## src/core/edc_defines.vh

```
`ifndef EDC_DEFINES_VH
`define EDC_DEFINES_VH
// timing at 200 MHz, 5 ns per cycle
`define EDC_CLK_NS          5
`define EDC_PWRUP_US        200
`define EDC_PWRUP_CYC       ((`EDC_PWRUP_US * 1000) / `EDC_CLK_NS)
`define EDC_INIT_CYCLES     4'h8
`define EDC_REF_MS          16
`define EDC_REF_ROWS        1024
`define EDC_REF_INT_CYC     (((`EDC_REF_MS * 1000000) / `EDC_CLK_NS) / `EDC_REF_ROWS)
`define EDC_T_PHASE_NS      20
`define EDC_T_PHASE_CYC     ((`EDC_T_PHASE_NS + `EDC_CLK_NS - 1) / `EDC_CLK_NS)
`define EDC_T_RAS_NS        60
`define EDC_T_RAS_CYC       ((`EDC_T_RAS_NS + `EDC_CLK_NS - 1) / `EDC_CLK_NS)
`define EDC_T_ACC_NS        60
`define EDC_T_ACC_CYC       ((`EDC_T_ACC_NS + `EDC_CLK_NS - 1) / `EDC_CLK_NS)
`define EDC_T_RP_NS         40
`define EDC_T_RP_CYC        ((`EDC_T_RP_NS + `EDC_CLK_NS - 1) / `EDC_CLK_NS)
`define EDC_ADDR_W          10
`define EDC_CNT_W           18
`define EDC_ROW_MSB         19
`define EDC_ROW_LSB         10
`define EDC_COL_MSB         9
`define EDC_COL_LSB         0
`define EDC_LO_MSB          7
`define EDC_HI_LSB          8
`endif

```

## src/core/edc_ctrl.v

```verilog
`include "edc_defines.vh"
`default_nettype none
module edc_ctrl #(
    parameter PWRUP_CYC = `EDC_PWRUP_CYC,
    parameter REF_INT_CYC = `EDC_REF_INT_CYC
) (
    // clock and reset
    input  wire        mclk_in,
    input  wire        rst_b_in,
    // user request port
    input  wire        req_valid_in,
    input  wire        req_write_in,
    input  wire [19:0] req_addr_in,
    input  wire [15:0] req_wdata_in,
    input  wire [1:0]  req_byte_en_in,
    input  wire        req_page_in,
    output reg         req_ready_out,
    output reg         rd_valid_out,
    output reg  [15:0] rd_data_out,
    output reg         init_done_out,
    // memory pins
    output reg         row_strobe_n_out,
    output reg         low_byte_col_strobe_n_out,
    output reg         high_byte_col_strobe_n_out,
    output reg         write_strobe_n_out,
    output reg         out_enable_n_out,
    output reg  [9:0]  mux_addr_lines_out,
    input  wire [15:0] data_lines_in,
    output reg  [15:0] data_lines_out,
    output reg  [1:0]  data_lines_oe_n_out
);

    localparam [3:0] ST_PWRUP = 4'h0;
    localparam [3:0] ST_INIT  = 4'h1;
    localparam [3:0] ST_IDLE  = 4'h2;
    localparam [3:0] ST_ROW   = 4'h3;
    localparam [3:0] ST_COL   = 4'h4;
    localparam [3:0] ST_CEND  = 4'h5;
    localparam [3:0] ST_OPEN  = 4'h6;
    localparam [3:0] ST_CBR1  = 4'h7;
    localparam [3:0] ST_CBR2  = 4'h8;
    localparam [3:0] ST_PRE   = 4'h9;

    // wait loads cut to the counter width on purpose
    localparam [`EDC_CNT_W-1:0] T_PHASE = `EDC_T_PHASE_CYC;
    localparam [`EDC_CNT_W-1:0] T_RAS   = `EDC_T_RAS_CYC;
    localparam [`EDC_CNT_W-1:0] T_ACC   = `EDC_T_ACC_CYC;
    localparam [`EDC_CNT_W-1:0] T_RP    = `EDC_T_RP_CYC;

    reg [3:0]               state_q;
    reg [`EDC_CNT_W-1:0]    wait_q;
    reg [`EDC_CNT_W-1:0]    ref_tmr_q;
    reg                     ref_due_q;
    reg [3:0]               init_cnt_q;
    reg [`EDC_ADDR_W-1:0]   open_row_q;
    reg                     is_wr_q;
    reg [1:0]               be_q;
    reg [`EDC_ADDR_W-1:0]   col_q;
    reg [15:0]              wdata_q;

    wire wait_done = (wait_q == {`EDC_CNT_W{1'b0}});
    wire req_hit = req_valid_in && req_ready_out;
    wire same_row = req_addr_in[`EDC_ROW_MSB:`EDC_ROW_LSB] == open_row_q;

    // refresh pacing: one row every 16 ms / 1024; a due refresh waits for idle
    always @(posedge mclk_in or negedge rst_b_in) begin
        if (!rst_b_in) begin
            ref_tmr_q <= {`EDC_CNT_W{1'b0}};
            ref_due_q <= 1'b0;
        end else begin
            if (ref_tmr_q == REF_INT_CYC[`EDC_CNT_W-1:0] - 1'b1) begin
                ref_tmr_q <= {`EDC_CNT_W{1'b0}};
                ref_due_q <= 1'b1;
            end else begin
                ref_tmr_q <= ref_tmr_q + 1'b1;
                if (state_q == ST_CBR2 && wait_done)
                    ref_due_q <= 1'b0;
            end
        end
    end

    always @(posedge mclk_in or negedge rst_b_in) begin
        if (!rst_b_in) begin
            state_q                    <= ST_PWRUP;
            wait_q                     <= {`EDC_CNT_W{1'b0}};
            init_cnt_q                 <= 4'h0;
            open_row_q                 <= {`EDC_ADDR_W{1'b0}};
            is_wr_q                    <= 1'b0;
            be_q                       <= 2'h0;
            col_q                      <= {`EDC_ADDR_W{1'b0}};
            wdata_q                    <= 16'h0000;
            req_ready_out              <= 1'b0;
            rd_valid_out               <= 1'b0;
            rd_data_out                <= 16'h0000;
            init_done_out              <= 1'b0;
            row_strobe_n_out           <= 1'b1;
            low_byte_col_strobe_n_out  <= 1'b1;
            high_byte_col_strobe_n_out <= 1'b1;
            write_strobe_n_out         <= 1'b1;
            out_enable_n_out           <= 1'b1;
            mux_addr_lines_out         <= {`EDC_ADDR_W{1'b0}};
            data_lines_out             <= 16'h0000;
            data_lines_oe_n_out        <= 2'h3;
        end else begin
            rd_valid_out <= 1'b0;
            if (!wait_done)
                wait_q <= wait_q - 1'b1;
            case (state_q)
            ST_PWRUP: begin
                // power-up pause before any row strobe
                if (wait_q == {`EDC_CNT_W{1'b0}} && init_cnt_q == 4'h0) begin
                    wait_q     <= PWRUP_CYC[`EDC_CNT_W-1:0];
                    init_cnt_q <= 4'h1;
                end else if (wait_done) begin
                    init_cnt_q <= 4'h0;
                    state_q    <= ST_INIT;
                end
            end
            ST_INIT: begin
                // eight row-only cycles, strobes otherwise idle; data released
                if (wait_done) begin
                    if (row_strobe_n_out) begin
                        if (init_cnt_q == `EDC_INIT_CYCLES) begin
                            init_done_out <= 1'b1;
                            req_ready_out <= 1'b1;
                            state_q       <= ST_IDLE;
                        end else begin
                            mux_addr_lines_out <= {{(`EDC_ADDR_W-4){1'b0}}, init_cnt_q};
                            row_strobe_n_out   <= 1'b0;
                            wait_q <= T_RAS;
                        end
                    end else begin
                        row_strobe_n_out <= 1'b1;
                        init_cnt_q       <= init_cnt_q + 1'b1;
                        wait_q <= T_RP;
                    end
                end
            end
            ST_IDLE: begin
                // a request met by a raised ready is taken before a due refresh
                if (req_hit) begin
                    req_ready_out      <= 1'b0;
                    is_wr_q            <= req_write_in;
                    be_q               <= req_byte_en_in;
                    col_q              <= req_addr_in[`EDC_COL_MSB:`EDC_COL_LSB];
                    wdata_q            <= req_wdata_in;
                    open_row_q         <= req_addr_in[`EDC_ROW_MSB:`EDC_ROW_LSB];
                    mux_addr_lines_out <= req_addr_in[`EDC_ROW_MSB:`EDC_ROW_LSB];
                    row_strobe_n_out   <= 1'b0;
                    wait_q  <= T_PHASE;
                    state_q <= ST_ROW;
                end else if (ref_due_q) begin
                    // column strobes fall first, then the row strobe
                    req_ready_out              <= 1'b0;
                    low_byte_col_strobe_n_out  <= 1'b0;
                    high_byte_col_strobe_n_out <= 1'b0;
                    wait_q  <= T_PHASE;
                    state_q <= ST_CBR1;
                end
            end
            ST_ROW: begin
                // column half follows the row half; the requester is free once taken
                if (wait_done) begin
                    mux_addr_lines_out <= col_q;
                    if (is_wr_q) begin
                        write_strobe_n_out  <= 1'b0;
                        data_lines_out      <= wdata_q;
                        data_lines_oe_n_out <= ~be_q;
                    end else
                        out_enable_n_out <= 1'b0;
                    wait_q  <= T_PHASE;
                    state_q <= ST_COL;
                end
            end
            ST_COL: begin
                if (wait_done) begin
                    // only enabled bytes strobe: one for a single-byte access, both for a full word
                    low_byte_col_strobe_n_out  <= ~be_q[0];
                    high_byte_col_strobe_n_out <= ~be_q[1];
                    wait_q  <= T_ACC;
                    state_q <= ST_CEND;
                end
            end
            ST_CEND: begin
                if (wait_done) begin
                    if (!is_wr_q) begin
                        // lanes of unselected bytes are released and read back zero
                        rd_data_out[`EDC_LO_MSB:0] <= be_q[0] ?
                            data_lines_in[`EDC_LO_MSB:0] : 8'h00;
                        rd_data_out[15:`EDC_HI_LSB] <= be_q[1] ?
                            data_lines_in[15:`EDC_HI_LSB] : 8'h00;
                        rd_valid_out <= 1'b1;
                    end
                    low_byte_col_strobe_n_out  <= 1'b1;
                    high_byte_col_strobe_n_out <= 1'b1;
                    write_strobe_n_out         <= 1'b1;
                    data_lines_oe_n_out        <= 2'h3;
                    wait_q  <= T_PHASE;
                    state_q <= ST_OPEN;
                end
            end
            ST_OPEN: begin
                // ready rises only for a waiting page hit, so a raised ready always
                // ends in a take; a miss or a due refresh closes the row instead
                if (req_hit) begin
                    req_ready_out      <= 1'b0;
                    is_wr_q            <= req_write_in;
                    be_q               <= req_byte_en_in;
                    mux_addr_lines_out <= req_addr_in[`EDC_COL_MSB:`EDC_COL_LSB];
                    write_strobe_n_out <= ~req_write_in;
                    out_enable_n_out   <= req_write_in;
                    data_lines_out     <= req_wdata_in;
                    data_lines_oe_n_out <= req_write_in ? ~req_byte_en_in : 2'h3;
                    wait_q  <= T_PHASE;
                    state_q <= ST_COL;
                end else if (ref_due_q || (req_valid_in && !(req_page_in && same_row))) begin
                    row_strobe_n_out <= 1'b1;
                    out_enable_n_out <= 1'b1;
                    wait_q  <= T_RP;
                    state_q <= ST_PRE;
                end else if (req_valid_in && wait_done)
                    req_ready_out <= 1'b1;
            end
            ST_CBR1: begin
                if (wait_done) begin
                    row_strobe_n_out <= 1'b0;
                    wait_q  <= T_RAS;
                    state_q <= ST_CBR2;
                end
            end
            ST_CBR2: begin
                // short low time keeps the device out of self refresh
                if (wait_done) begin
                    row_strobe_n_out           <= 1'b1;
                    low_byte_col_strobe_n_out  <= 1'b1;
                    high_byte_col_strobe_n_out <= 1'b1;
                    wait_q  <= T_RP;
                    state_q <= ST_PRE;
                end
            end
            ST_PRE: begin
                if (wait_done) begin
                    req_ready_out <= !ref_due_q;
                    state_q       <= ST_IDLE;
                end
            end
            default: state_q <= ST_IDLE;
            endcase
        end
    end

endmodule // edc_ctrl
`default_nettype wire

```

## config.mk

```make
export PLATFORM = sky130hd
export DESIGN_NAME = edc_ctrl
export DESIGN_NICKNAME = d
export VERILOG_FILES = /design/src/core/edc_ctrl.v
export VERILOG_INCLUDE_DIRS = /design/src /design/src/core
export SDC_FILE = /design/constraint.sdc
export NUM_CORES = 1
export LEC_CHECK = 0
export BUFFER_PORTS_ARGS = -buffer_cell sky130_fd_sc_hd__clkbuf_2
export CAP_MARGIN = 20
export CORE_UTILIZATION = 45
export DETAILED_ROUTE_END_ITERATION = 8
export PLACE_DENSITY = 0.64
export SYNTH_ARGS = -nofsm -noshare
export SYNTH_HDL_FRONTEND = slang
export SYNTH_SLANG_ARGS = --single-unit
```

## constraint.sdc

```tcl
create_clock -name mclk_in -period 3.1 [get_ports mclk_in]
set_clock_uncertainty 0.2 [all_clocks]
set_input_delay 0.93 -clock mclk_in [delete_from_list [all_inputs] [get_ports mclk_in]]
set_output_delay 0.93 -clock mclk_in [all_outputs]
set_load 0.01 [all_outputs]
```

==> results.md <==
* Drt first pass iters at 5
* Startpoint types: flop
* Post-CTS Setup Inserts at 0
* Sw Share at about a fifth
* Min cycle time layout at 2.90 ns
* Die Wd at 126 um
* Initial drt markers at between 300 and 400
* Synthesis-stage register bit count at 136
* Initial antenna violation count at 0
* Maximum VDD drop at 0.325 mV
* Io pins at around 110
* First-pass GRT wire length at 29100 um
* Post-DP HPWL at 12600 um
* Max Cap Violations at 0
* Period utilization at 93.5%
* Synthesized area at 6920 um2
* Sequential share of power at about 45%
* Arr. time, crit path at 2.97 ns
* # nets final at between 800 and 900
* Slew Limit Fails at 0
* Setup TNS at 0 ns
* Vias in the first global route at 5618
* Post-synthesis sequential area ratio at 49.3%
* Row Count at 44
* Share of post-route cells with drive strength above 1 at between 20% and 30%
* Top Layer Used: met4
* Initial core utilization at between 40% and 50%
* Synth Instances at between 600 and 700
* Internal power at 3.14 mW
* Routability cong. at 0.923
* Layout Cells excl Fill at 1018
* Yosys Warn Count at 0
* WS Path Type: reg -> reg
* Post-route ant nets at 0
* Clk buf depth at 2
* Predominant post-synthesis flop cell: dfrtp_1
* Asr flop ratio synth at 100%
* Latest clock arrival within the worst-skew pair at about 0.42 ns
* Number of synthesized flops with an enable pin at 0
* Met2 Wirelength at 7870 um
* Clk slew on worst S/H paths at 0.06 ns
* Gr usage total at 23.4%
* RSZ-0062 raised after global routing: no
* Clock share of power at 52.7%
* CTS sink cnt at 136
* Met3 WL post-DR at 1120 um
* Final Hold Viols at 0
* Worst slack, placed at 0.174 ns
* M1 WL at 8220 um
* Total CTS buffers at 17
* Setup ws final at 0.201 ns
* Pwr/cell area at approximately 470 nW/um2
* Class of the worst hold path: reg -> reg
* Placeable core area at 14800 um2
* H-Tree Depth at 4
* Fin util at 57.2%
* DR vias/cell at approximately 5.6
* CP max FO at 10
* Syn_nets at 760
* Placed cells at 986
* CP endpoint kind: flop
* Synth cell types at 63
* Gr ovfl total at 0
* Drt drc at 0
* IO Port Bufs at 110
* Layout area overhead at 22.0%
* Vias at between 5000 and 6000
* Slew headroom at a little over two fifths
* Clock root buffer: clkbuf_16
* CTS tree: done
* Lkg Pwr at 3.97 nW
* Gate power share at 2.5%
* Final wirelength at 17600 um
* Worst-Margin Slew at 0.852 ns
* Fmax at 345 MHz
* CP required at around 3.2 ns
* Die ar. at 15900 um2
* Die H at 126 um
* Final setup violation count at 0
* Routed WL per cell at 17.3 um
* Mean post-synth cell area at 9.95 um2
* # diodes at 0
* Switching power at ~0.82 mW
* Status: finished, final reports clean
* Largest net degree at the start of global routing at 63
==> cell type report <==
class,instances,area (um2)
repair buffers,140,820
fillers,1316,6320
well taps,184,230
flip-flops and latches,136,3410
multi-input cells,511,3300
clock inverters,11,146
clock buffers,21,470
inverters,15,58.8
==> kinds of logic after synthesis <==
group,Yosys count,share of synthesized area (%)
AO/OA/AOI/OAI,121,11.8
flip-flops,136,49.3
adder cells (fa/ha/maj),6,1.09
buffers and inverters,48,3.22
multiplexers,57,9.26
AND/OR/NAND/NOR,286,20.1
XOR/XNOR,41,5.19
==> cells in the final DEF, fill, tap and decap left out, types with 4 or more instances in the layout <==
cell type / n
nand4_1: 8
clkbuf_16: 17
a21oi_1: 23
nand2b_1: 6
inv_1: 14
a211oi_1: 5
xor2_1: 15
o21ai_0: 26
nor2_1: 52
o31ai_1: 6
nor3_1: 16
clkbuf_2: 109
dfstp_2: 7
a22oi_1: 7
o211ai_1: 4
nand3_1: 33
nand2_1: 123
xnor2_1: 26
nor4_1: 6
or3_1: 6
nor2b_1: 5
a222oi_1: 5
mux2_2: 49
a31oi_1: 18
buf_4: 27
mux2_1: 7
ha_1: 6
dfrtp_1: 129
==> worst paths after layout <==
check                      slack (ns)                            endpoint                        from  depth (start not counted)
max                              0.20                 wait_q[1]$_DFF_PN0_         wait_q[0]$_DFF_PN0_                          7
min                              0.27          rd_data_out[8]$_DFFE_PN0P_  rd_data_out[8]$_DFFE_PN0P_                          2
max reg2reg                      0.20                 wait_q[1]$_DFF_PN0_         wait_q[0]$_DFF_PN0_                          7
min reg2reg                      0.27          rd_data_out[8]$_DFFE_PN0P_  rd_data_out[8]$_DFFE_PN0P_                          2
max in group asynchronous        1.69  data_lines_oe_n_out[0]$_DFFE_PN1P_                    rst_b_in                          2
min in group asynchronous        0.29                wait_q[13]$_DFF_PN0_                    rst_b_in                          1
==> routing by layer <==
layer	global-route usage, %	vias up
li1	-	2726
met3	6.07	28
met1	31.7	2745
met2	35.9	201
met4	9.28	0
met5	0	-
==> flip-flops by register name, summed over array words and instances, names as in the netlist, 10 cells and up <==
signal	count
ref_tmr_q	18
wait_q	18
data_lines_out	16
rd_data_out	16
wdata_q	16
col_q	10
mux_addr_lines_out	10
open_row_q	10
==> power by group through the flow <==
stage | Sequential [mW] | Clock, mW | Combinational (mW)
after floorplan | 1.81 | 0 | 0.0102
after global placement | 1.81 | 0 | 0.100
after detailed placement | 1.81 | 0 | 0.102
after CTS | 1.78 | 2.13 | 0.102
after global routing | 1.78 | 2.21 | 0.114
final | 1.78 | 2.09 | 0.0996
==> stage by stage <==
step / area, um2 / power, mW / hold slack (ns)
after floorplan: 6920 / 1.82 / 0.247
after global placement: 7820 / 1.91 / 0.247
after detailed placement: 7820 / 1.91 / 0.260
after CTS: 8440 / 4.01 / 0.272
after global routing: 8440 / 4.10 / 0.298
final: 8440 / 3.96 / 0.268
==> Yosys cell counts, types with 8 or more instances <==
cell type  number  share of area (%)
inv_1          14               0.76
buf_2           8               0.58
a21oi_1        23                1.7
nor3_1         16                1.2
xnor2_1        26                3.3
dfrtp_1       129                 47
nand3_1        33                2.4
o21ai_0        26                1.9
xor2_1         15                1.9
nor2_1         53                2.9
nand4_1         8               0.72
mux2_2         49                8.0
clkbuf_1       18               0.98
a31oi_1        18                1.6
nand2_1       123                6.7
==> worst max-delay path, stage by stage, from the launching register on <==
cell and delay, ns:
dfrtp_1 0.38, inv_1 0.11, ha_1 0.18, or3b_4 0.41, nand2b_4 0.23, or3_1 0.49, a2111oi_4 0.64, a211oi_1 0.12
==> what timing repair did <==
item	CTS	global route
endpoints found under the setup margin	0	2
resized for setup	0	1
hold buffers	0	0
Note: power is estimated with default switching activity, not from simulation.
